## src/uop_pkg.sv

```systemverilog
/*
  Shared constants for the on-the-go port control block: the register offsets
  on the APB bus, the field positions and the values after reset.
  Assumes a 32-bit APB bus and the byte offsets given below.
*/
package uop_pkg;

  ////////////////////////////////////////////////////////////////////////////
  // bus geometry
  localparam int          APB_AW        = 12;         // byte address width
  localparam int          APB_DW        = 32;         // data width

  ////////////////////////////////////////////////////////////////////////////
  // register byte offsets
  localparam logic [11:0] OFS_CTRL1     = 12'h000;    // speed, suspend, format, pin irq
  localparam logic [11:0] OFS_SFR1      = 12'h004;    // pin override
  localparam logic [11:0] OFS_SFR2      = 12'h008;    // interrupt drive type
  localparam logic [11:0] OFS_STATUS    = 12'h00c;    // live state, read only
  localparam logic [11:0] OFS_MGMT      = 12'h010;    // management data line pull

  ////////////////////////////////////////////////////////////////////////////
  // field positions
  localparam int          BIT_SPEED     = 0;          // ctrl1: full speed when 1
  localparam int          BIT_SUSPEND   = 1;          // ctrl1: suspend when 1
  localparam int          BIT_FORMAT    = 2;          // ctrl1: data/zero format when 1
  localparam int          BIT_PININT    = 5;          // ctrl1: direction pin irq enable
  localparam int          BIT_OVERRIDE  = 1;          // sfr1: registers govern when 1
  localparam int          BIT_IRQPP     = 1;          // sfr2: push-pull when 1
  localparam int          BIT_MGMTPULL  = 0;          // mgmt: pull data line low
  localparam int          ST_FULLSPD    = 0;          // status: effective speed
  localparam int          ST_SUSP       = 1;          // status: effective suspend
  localparam int          ST_RXMODE     = 2;          // status: receive mode
  localparam int          ST_DIFFRX     = 3;          // status: receiver output
  localparam int          ST_IRQ        = 4;          // status: interrupt pending
  localparam int          ST_SCL        = 5;          // status: serial clock level

  ////////////////////////////////////////////////////////////////////////////
  // values after reset
  localparam logic        RST_SPEED     = 1'b0;
  localparam logic        RST_SUSPEND   = 1'b0;
  localparam logic        RST_FORMAT    = 1'b0;
  localparam logic        RST_PININT    = 1'b0;
  localparam logic        RST_OVERRIDE  = 1'b0;
  localparam logic        RST_IRQPP     = 1'b0;
  localparam logic        RST_MGMTPULL  = 1'b0;

  // pin driver slots
  localparam int          NUM_PINS      = 3;
  localparam int          PIN_INT       = 0;          // dedicated interrupt pin
  localparam int          PIN_DIR       = 1;          // direction pin as interrupt
  localparam int          PIN_SDA       = 2;          // management data line

endpackage

```

## src/uop_pin_drv.sv

```systemverilog
/*
  One active-low output pin that can be driven push-pull or open-drain.
  Assumes the caller resolves the wire level from pinOut and pinOe.
*/
module uop_pin_drv
  import uop_pkg::*;
(
  input  wire logic clk,       // system clock
  input  wire logic arst,      // asynchronous reset, high
  input  wire logic enable,    // pin may be driven at all
  input  wire logic pushPull,  // 1 push-pull, 0 open-drain
  input  wire logic assertReq, // request the active (low) level
  output logic      pinOut,    // driven level
  output logic      pinOe      // drive enable
);

  logic outNext;               // next driven level
  logic oeNext;                // next drive enable

  // open-drain never drives high, so its level is always zero
  assign outNext = enable & pushPull & ~assertReq;
  assign oeNext  = enable & (pushPull | assertReq);

  // registered so the pins never glitch on decode
  always_ff @(posedge clk or posedge arst) begin
    if (arst) begin
      pinOut <= 1'b0;
      pinOe  <= 1'b0;
    end else begin
      pinOut <= outNext;
      pinOe  <= oeNext;
    end
  end

  a_od_low_only: assert property (@(posedge clk) disable iff (arst)
    enable && !pushPull |=> !pinOut && (pinOe == $past(assertReq)))
    else $error("open-drain pin drove high or wrong enable");

  a_pp_drives: assert property (@(posedge clk) disable iff (arst)
    enable && pushPull |=> pinOe && (pinOut == !$past(assertReq)))
    else $error("push-pull pin not driven correctly");

endmodule

```

## src/uop_port_ctrl.sv

```systemverilog
/*
  System-side mode and direction control of a full/low-speed on-the-go
  transceiver, with its control bits reached over APB.
  Assumes all pin inputs are synchronous to clk and that the testbench
  resolves two-way wires from the out/oe pairs.
*/
// Local design decisions: the register offsets and the APB interface to the registers.

// Summary of operation
// - zero/minus pin input on 0, output on 1
// - format bit selects system pin functions
// - direction 0 transmit, 1 receive
// - direction pin reports interrupts in suspend
// - pin interrupt enable bit gates that
// - drive-type bit selects push-pull or open-drain
// - receiver output follows D+ versus D- (here in receive mode only; in transmit it holds its last value)
// - receiver output low while suspended
// - override bit makes rate, suspend pins ignored
// - speed bit rules when override set
// - suspend bit rules when override set
// - management data line only pulled low
// - dedicated interrupt output is active low
// - reset pin resets asynchronously
module uop_port_ctrl
  import uop_pkg::*;
(
  input  wire logic              clk,            // 40 MHz system clock
  input  wire logic              rst,            // asynchronous reset, high
  input  wire logic              resetPinN,      // device reset pin, low
  input  wire logic              psel,           // apb select
  input  wire logic              penable,        // apb access phase
  input  wire logic              pwrite,         // apb write
  input  wire logic [APB_AW-1:0] paddr,          // apb byte address
  input  wire logic [APB_DW-1:0] pwdata,         // apb write data
  output logic      [APB_DW-1:0] prdata,         // apb read data
  output logic                   pready,         // apb ready
  output logic                   pslverr,        // apb error, unmapped
  input  wire logic              dirPinIn,       // direction pin level
  output logic                   dirPinOut,      // direction pin as irq
  output logic                   dirPinOe,       // direction pin drive
  input  wire logic              sysDataPlusIn,  // system data/plus in
  output logic                   sysDataPlusOut, // system data/plus out
  output logic                   sysDataPlusOe,  // system data/plus drive
  input  wire logic              sysZeroMinusIn, // system zero/minus in
  output logic                   sysZeroMinusOut,// system zero/minus out
  output logic                   sysZeroMinusOe, // system zero/minus drive
  input  wire logic              usbDpIn,        // usb D+ level
  output logic                   usbDpOut,       // usb D+ drive level
  output logic                   usbDpOe,        // usb D+ drive
  input  wire logic              usbDmIn,        // usb D- level
  output logic                   usbDmOut,       // usb D- drive level
  output logic                   usbDmOe,        // usb D- drive
  output logic                   diffRxOut,      // differential receiver
  output logic                   plusLineCopy,   // copy of D+
  output logic                   minusLineCopy,  // copy of D-
  input  wire logic              rateSelPin,     // 1 full, 0 low speed
  input  wire logic              lowpowerPin,    // suspend pin, high
  input  wire logic              irqPending,     // interrupt conditions
  output logic                   intPinOut,      // interrupt pin level
  output logic                   intPinOe,       // interrupt pin drive
  input  wire logic              mgmtSclIn,      // serial clock, input only
  output logic                   mgmtSdaOut,     // serial data level
  output logic                   mgmtSdaOe,      // serial data pull
  output logic                   fullSpeed,      // effective speed
  output logic                   suspended       // effective suspend
);

  ////////////////////////////////////////////////////////////////////////////
  // reset merge

  logic arst;                                    // combined async reset
  // the pin reset acts without the clock, like the system reset
  assign arst = rst | ~resetPinN;

  ////////////////////////////////////////////////////////////////////////////
  // apb slave

  logic speed_reg, susp_reg, fmt_reg, pinInt_reg;  // control 1 fields
  logic ovr_reg;                                   // override field
  logic irqPp_reg;                                 // drive type field
  logic mgmtPull_reg;                              // data line pull
  logic ready_reg, err_reg;                        // bus answer
  logic [APB_DW-1:0] rdata_reg;                    // read data

  logic access, takeEdge, wrEn;                    // phase decodes
  logic selCtrl1, selSfr1, selSfr2, selStatus, selMgmt, mapped;
  logic [APB_DW-1:0] rdMux;                        // read selection
  logic [APB_DW-1:0] statusWord;                   // live state word

  // one wait state: ready rises in the second access cycle
  assign access    = psel & penable;
  assign takeEdge  = access & ready_reg;
  assign wrEn      = takeEdge & pwrite;
  assign selCtrl1  = (paddr == OFS_CTRL1);
  assign selSfr1   = (paddr == OFS_SFR1);
  assign selSfr2   = (paddr == OFS_SFR2);
  assign selStatus = (paddr == OFS_STATUS);
  assign selMgmt   = (paddr == OFS_MGMT);
  assign mapped    = selCtrl1 | selSfr1 | selSfr2 | selStatus | selMgmt;

  // read mux, unmapped reads return zero
  always_comb begin
    rdMux = '0;
    if (selCtrl1) begin
      rdMux[BIT_SPEED]   = speed_reg;
      rdMux[BIT_SUSPEND] = susp_reg;
      rdMux[BIT_FORMAT]  = fmt_reg;
      rdMux[BIT_PININT]  = pinInt_reg;
    end
    if (selSfr1) rdMux[BIT_OVERRIDE] = ovr_reg;
    if (selSfr2) rdMux[BIT_IRQPP] = irqPp_reg;
    if (selMgmt) rdMux[BIT_MGMTPULL] = mgmtPull_reg;
    if (selStatus) rdMux = statusWord;
  end

  // bus answer, registered so outputs come from flops
  always_ff @(posedge clk or posedge arst) begin
    if (arst) begin
      ready_reg <= 1'b0;
      err_reg   <= 1'b0;
      rdata_reg <= '0;
    end else begin
      ready_reg <= access & ~ready_reg;
      err_reg   <= access & ~ready_reg & ~mapped;
      if (access & ~ready_reg) rdata_reg <= rdMux;
    end
  end

  // control fields, written only at the completing edge
  always_ff @(posedge clk or posedge arst) begin
    if (arst) begin
      speed_reg    <= RST_SPEED;
      susp_reg     <= RST_SUSPEND;
      fmt_reg      <= RST_FORMAT;
      pinInt_reg   <= RST_PININT;
      ovr_reg      <= RST_OVERRIDE;
      irqPp_reg    <= RST_IRQPP;
      mgmtPull_reg <= RST_MGMTPULL;
    end else if (wrEn) begin
      if (selCtrl1) begin
        speed_reg  <= pwdata[BIT_SPEED];
        susp_reg   <= pwdata[BIT_SUSPEND];
        fmt_reg    <= pwdata[BIT_FORMAT];
        pinInt_reg <= pwdata[BIT_PININT];
      end
      if (selSfr1) ovr_reg <= pwdata[BIT_OVERRIDE];
      if (selSfr2) irqPp_reg <= pwdata[BIT_IRQPP];
      if (selMgmt) mgmtPull_reg <= pwdata[BIT_MGMTPULL];
    end
  end

  assign prdata  = rdata_reg;
  assign pready  = ready_reg;
  assign pslverr = err_reg;

  ////////////////////////////////////////////////////////////////////////////
  // speed and suspend selection

  logic speedEff, suspEff;                       // governing values
  // the system sets the rate and suspend pins; with override they are ignored
  assign speedEff = ovr_reg ? speed_reg : rateSelPin;
  assign suspEff  = ovr_reg ? susp_reg  : lowpowerPin;

  ////////////////////////////////////////////////////////////////////////////
  // direction and data path

  logic dirAsIrq, rxMode;                        // direction pin use
  logic diffRxNext;                              // receiver next value
  logic seZero;                                  // both usb lines low
  logic txDp, txDm;                              // transmit line values
  logic sysPlusNext, sysMinusNext;               // receive pin values

  // the pin is our output only in suspend with its irq enabled
  assign dirAsIrq = suspEff & pinInt_reg;
  // while it serves as irq, the transceiver stays out of transmit
  assign rxMode   = dirAsIrq | dirPinIn;
  assign seZero   = ~usbDpIn & ~usbDmIn;

  // receiver holds its last value on single-ended states
  assign diffRxNext = suspEff ? 1'b0 :
                      (rxMode & usbDpIn & ~usbDmIn) ? 1'b1 :
                      (rxMode & ~usbDpIn & usbDmIn) ? 1'b0 :
                      diffRxOut;

  // transmit: data/zero format or straight plus/minus copies
  assign txDp = fmt_reg ? (sysDataPlusIn & ~sysZeroMinusIn) : sysDataPlusIn;
  assign txDm = fmt_reg ? (~sysDataPlusIn & ~sysZeroMinusIn) : sysZeroMinusIn;
  // receive: data/zero format or plus/minus line copies
  assign sysPlusNext  = fmt_reg ? diffRxNext : usbDpIn;
  assign sysMinusNext = fmt_reg ? seZero : usbDmIn;

  // pin directions and levels, one register stage
  always_ff @(posedge clk or posedge arst) begin
    if (arst) begin
      sysDataPlusOut  <= 1'b0;
      sysDataPlusOe   <= 1'b0;
      sysZeroMinusOut <= 1'b0;
      sysZeroMinusOe  <= 1'b0;
      usbDpOut        <= 1'b0;
      usbDpOe         <= 1'b0;
      usbDmOut        <= 1'b0;
      usbDmOe         <= 1'b0;
      diffRxOut       <= 1'b0;
      plusLineCopy    <= 1'b0;
      minusLineCopy   <= 1'b0;
      fullSpeed       <= 1'b0;
      suspended       <= 1'b0;
    end else begin
      sysDataPlusOe   <= rxMode;
      sysZeroMinusOe  <= rxMode;
      sysDataPlusOut  <= rxMode & sysPlusNext;
      sysZeroMinusOut <= rxMode & sysMinusNext;
      // no line drive while suspended, to save power
      usbDpOe         <= ~rxMode & ~suspEff;
      usbDmOe         <= ~rxMode & ~suspEff;
      usbDpOut        <= ~rxMode & txDp;
      usbDmOut        <= ~rxMode & txDm;
      diffRxOut       <= diffRxNext;
      plusLineCopy    <= usbDpIn;
      minusLineCopy   <= usbDmIn;
      fullSpeed       <= speedEff;
      suspended       <= suspEff;
    end
  end

  assign statusWord = {{(APB_DW-6){1'b0}}, mgmtSclIn, irqPending, diffRxOut,
                       rxMode, suspended, fullSpeed};

  ////////////////////////////////////////////////////////////////////////////
  // interrupt and management pins

  logic [NUM_PINS-1:0] pinEn, pinPp, pinReq, pinOutV, pinOeV;

  // the dedicated pin signals pending interrupts as a low level
  assign pinEn[PIN_INT]  = 1'b1;
  assign pinPp[PIN_INT]  = irqPp_reg;
  assign pinReq[PIN_INT] = irqPending;
  // direction pin mirrors the same conditions
  assign pinEn[PIN_DIR]  = dirAsIrq;
  assign pinPp[PIN_DIR]  = irqPp_reg;
  assign pinReq[PIN_DIR] = irqPending;
  // serial data line is always open-drain, never driven high
  assign pinEn[PIN_SDA]  = 1'b1;
  assign pinPp[PIN_SDA]  = 1'b0;
  assign pinReq[PIN_SDA] = mgmtPull_reg;

  generate
    for (genvar i = 0; i < NUM_PINS; i++) begin : g_pin
      uop_pin_drv u_drv (
        .clk       (clk),
        .arst      (arst),
        .enable    (pinEn[i]),
        .pushPull  (pinPp[i]),
        .assertReq (pinReq[i]),
        .pinOut    (pinOutV[i]),
        .pinOe     (pinOeV[i])
      );
    end
  endgenerate

  assign intPinOut  = pinOutV[PIN_INT];
  assign intPinOe   = pinOeV[PIN_INT];
  assign dirPinOut  = pinOutV[PIN_DIR];
  assign dirPinOe   = pinOeV[PIN_DIR];
  assign mgmtSdaOut = pinOutV[PIN_SDA];
  assign mgmtSdaOe  = pinOeV[PIN_SDA];

  ////////////////////////////////////////////////////////////////////////////
  // checks

  a_dir_sys_out: assert property (@(posedge clk) disable iff (arst)
    dirPinIn |=> sysDataPlusOe && sysZeroMinusOe)
    else $error("system pins not outputs in receive mode");

  a_tx_usb_drive: assert property (@(posedge clk) disable iff (arst)
    !rxMode && !suspEff |=> usbDpOe && usbDmOe && !sysZeroMinusOe)
    else $error("transmit mode not driving usb lines");

  a_rx_follows_j: assert property (@(posedge clk) disable iff (arst)
    rxMode && !suspEff && usbDpIn && !usbDmIn |=> diffRxOut)
    else $error("receiver not high for D+ high D- low");

  a_rx_follows_k: assert property (@(posedge clk) disable iff (arst)
    rxMode && !suspEff && !usbDpIn && usbDmIn |=> !diffRxOut)
    else $error("receiver not low for D+ low D- high");

  a_rx_sleep_low: assert property (@(posedge clk) disable iff (arst)
    suspEff |=> !diffRxOut && suspended)
    else $error("receiver not low in suspend");

  a_fmt_se0_flag: assert property (@(posedge clk) disable iff (arst)
    rxMode && fmt_reg && !usbDpIn && !usbDmIn |=> sysZeroMinusOut)
    else $error("zero flag missing in data/zero format");

  a_ovr_regs_rule: assert property (@(posedge clk) disable iff (arst)
    ovr_reg |=> fullSpeed == $past(speed_reg) && suspended == $past(susp_reg))
    else $error("pins not ignored under override");

  a_pins_rule: assert property (@(posedge clk) disable iff (arst)
    !ovr_reg |=> fullSpeed == $past(rateSelPin) && suspended == $past(lowpowerPin))
    else $error("pins not governing without override");

  a_int_active_low: assert property (@(posedge clk) disable iff (arst)
    irqPending |=> intPinOe && !intPinOut)
    else $error("pending interrupt not shown low");

  a_dir_irq_mirror: assert property (@(posedge clk) disable iff (arst)
    dirAsIrq && irqPending |=> dirPinOe && !dirPinOut)
    else $error("direction pin not mirroring interrupt");

  a_dir_irq_off: assert property (@(posedge clk) disable iff (arst)
    !pinInt_reg |=> !dirPinOe)
    else $error("direction pin driven with its irq disabled");

  a_sda_low_only: assert property (@(posedge clk) disable iff (arst)
    mgmtSdaOe |-> !mgmtSdaOut)
    else $error("serial data line driven high");

endmodule

```

## config.mk

```make
export PLATFORM = sky130hd
export DESIGN_NAME = uop_port_ctrl
export DESIGN_NICKNAME = d
export VERILOG_FILES = /design/src/uop_pkg.sv /design/src/uop_pin_drv.sv /design/src/uop_port_ctrl.sv
export SDC_FILE = /design/constraint.sdc
export NUM_CORES = 1
export LEC_CHECK = 0
export BUFFER_PORTS_ARGS = -buffer_cell sky130_fd_sc_hd__buf_2
export CAP_MARGIN = 20
export CORE_ASPECT_RATIO = 1.75
export CORE_MARGIN = 10
export CORE_UTILIZATION = 40
export CTS_CLUSTER_DIAMETER = 50
export DETAILED_ROUTE_END_ITERATION = 16
export MAX_ROUTING_LAYER = met4
export PLACE_DENSITY = 0.79
export SYNTH_ARGS = -nofsm -noshare
export SYNTH_HDL_FRONTEND = slang
export SYNTH_SLANG_ARGS = --single-unit
```

## constraint.sdc

```tcl
create_clock -name clk -period 3.1 [get_ports clk]
set_input_delay 0.62 -clock clk [delete_from_list [all_inputs] [get_ports clk]]
set_output_delay 0.62 -clock clk [all_outputs]
set_load 0.1 [all_outputs]
```

==> qor.yml <==
run_status:
  status: "completed"
clocking:
  cts_buffers: 5
  postCtsSetupBuffers: 0
  clock_latency_ns: 0.28
  clockBufferDepth: 2
  tritoncts: "built"
  clkTransAtPathRegs_ns: 0.06
  cts_sinks: 31
  clockRootBuffer: "clkbuf_8"
  cts_max_level: 2
  hold_buffers: 0
  cts_resized: 0
grt:
  grtUsageTotal_pct: 10.9
  grt_pass1_vias: 1162
  grt_overflow_total: 0
  grt_max_degree: 22
  grt_pass1_wl_um: 5490
  antenna_found_initial: 0
timing:
  layout_min_cycle_time_ns: 2.15
  timing.final.ws_setup_ns: 0.953
  fmax_ghz: 0.466
  rsz0062_at_grt: "no"
  fin_crit_sh_pct: 69.3
  setup_viol: 0
  fin_tns_setup_ns: 0
  slew_violations: 0
  finalHoldViolCount: 0
  finClkSkew_ns: 0.00194
yosys:
  yosys_warnings: 0
  ys_seq_elements: 31
  synth_top_area_cell: "dfrtp_1"
  ys_seq_area_share_pct: 50.9
  yosysUniqueCellTypes: 34
  postSynthAreaPerCell_um2: 11.3
  ys_top_cells_by_area: "dfrtp_1 (51%), buf_4 (14%), mux2_2 (5.9%), mux2i_1 (2.0%), nor2_1 (1.7%)"
  syn-instance-count: 135
  yosysTopAreaCellShare_pct: 50.9
  netlist_area_um2: 1520
routing:
  num_vias: 1103
  avgRoutedWirePerCell_um: 14.7
  vias_per_cell: 4.58
  drc: 0
  drt-total-wl_um: 3540
  first_iter_violations: 21
  drt_first_pass_iters: 4
  ant_nets: 0
layout:
  largest_reg_flops: 6
  postLayoutCellArea_um2: 1880
  drive_gt1_share_pct: 42.6
  n_antenna_cell: 0
  layout.nets: 253
  most-common-layout-cells: "buf_2 (56), dfrtp_1 (31), conb_1 (27), mux2_2 (8), nor2_1 (7)"
  syn2layout_area_growth_pct: 23.2
  final_cells: 241
  fillers: 377
  multi_input_area_um2: 603
  seq_area_um2: 776
  final_common_cell: "buf_2"
critical_path:
  worst-path-buf-inv: 1
  path_cells: "buf_2 > or4_4 > or3_4 > and2b_2 > mux2_2"
  start_kind: "input port"
  path_max_fanout: 5
  slowest_delay_ns: 0.52
  end_kind: "flip-flop"
  path_delay_family: "simple AND/OR/NAND/NOR gates"
  path_class: "in -> reg"
  required_ns: 3.27
  cpMaxStageDelayCell: "or4_4"
  arrival_ns: 2.31
power:
  p_switching_mw: 0.412
  power_leakage_nw: 1.03
  peakVddDrop_mv: 0.405
  internal_power_mw: 0.709
  powerDensity_nw_per_um2: 598
  sw_frac_of_total_pct: 36.8
  combPwrFrac_pct: 26.7
  p_total_mw: 1.12
  seqPwrFrac_pct: 37.3
  pwr-share-clk_pct: 36.0
worst_hold_path:
  hold_class: "in -> async"
placement:
  place_ws_ns: 0.662
  place_area_um2: 1740
  hpwl_um: 2990
  dp.cells: 232
  port_buffers: 56
  place.gp.congestion: 0.818
floorplan:
  start_util_pct: 41.6
  dieArea_um2: 6770
  die_h_um: 102
  core_region_area_um2: 3660
  io_pins: 112
  rows: 29
  die_w_um: 66.6
run:
  drv_cap: 0
==> power groups by stage <==
stage	registers, mW	logic, mW	clock network [mW]
2_1_floorplan	0.498	0.208	0
3_3_place_gp	0.425	0.295	0
3_5_place_dp	0.426	0.297	0
4_1_cts	0.418	0.297	0.412
5_1_grt	0.419	0.312	0.429
6_report	0.418	0.299	0.404
==> path summary, 6_finish.rpt <==
kind	from	end	slack [ns]	cells past startpoint
worst max-delay path	paddr[8]	speed_reg	0.95	5
worst min-delay path	resetPinN	pslverr	0.40	3
worst max register to register	ovr_reg	prdata[2]	1.38	4
worst min register to register	mgmtPull_reg	g_pin[2].u_drv.pinOe	0.42	0
max in group asynchronous	rst	plusLineCopy	2.35	4
min in group clk	mgmtPull_reg	g_pin[2].u_drv.pinOe	0.42	0
==> synthesized netlist by cell type <==
master,count
dfrtp_1,31
buf_4,29
mux2_2,8
nor2_1,7
a21oi_1,5
o21ai_0,5
clkbuf_1,4
nand2_1,4
nor2b_1,4
a22o_1,3
and3_1,3
inv_1,3
mux2i_1,3
a21o_1,2
a32o_1,2
nand2b_1,2
nor3_1,2
or3_1,2
a2111oi_0,1
and2_1,1
and2b_2,1
and3b_1,1
conb_1,1
mux2_1,1
mux4_2,1
nand3_1,1
nand3b_1,1
nand4_1,1
nor4_1,1
nor4_2,1
nor4b_2,1
or2_2,1
or3_4,1
or4_4,1
==> stage by stage <==
stage	utilization, %	hold WS, ns
after floorplan	-	0.368
after global placement	47.6	0.393
after detailed placement	47.6	0.409
after CTS	50.8	0.423
after global routing	51.2	0.412
final	51.2	0.401
==> kinds of logic (layout without fill, tap and decap cells) <==
kind of cell    Yosys count  after routing  share of synthesized area [%]
simple gates             36             36                           14.8
buf+inv                  36             70                           16.0
flops                    31             31                           50.9
compound gates           18             18                           7.89
mux                      13             13                           10.1
other cells               1             27                          0.246
==> worst register-to-register path, stage by stage, from the launching register on <==
cell       delay, ns
dfrtp_1         0.40
mux2_2          0.42
a21oi_1         0.41
a2111oi_0       0.20
a21o_1          0.18
==> per-layer routing <==
metal  up-vias  track usage, %  share of wire (%)
li1        526               -                  -
met1       521            9.97                 33
met2        51            18.2                 54
met3         5            4.42                 11
met4         0            6.48                2.4
met5         -               -                  0
==> layout make-up <==
| cell class | count | share of cell area, % |
|---|---|---|
| timing repair buffer | 59 | 16.5 |
| inverter | 3 | 0.600 |
| clock buffer | 6 | 4.40 |
| tap | 46 | 3.07 |
| sequential | 31 | 41.4 |
| clock inverter | 2 | 1.87 |
| multi-input combinational | 94 | 32.2 |
(Power assumes the default switching activity.)
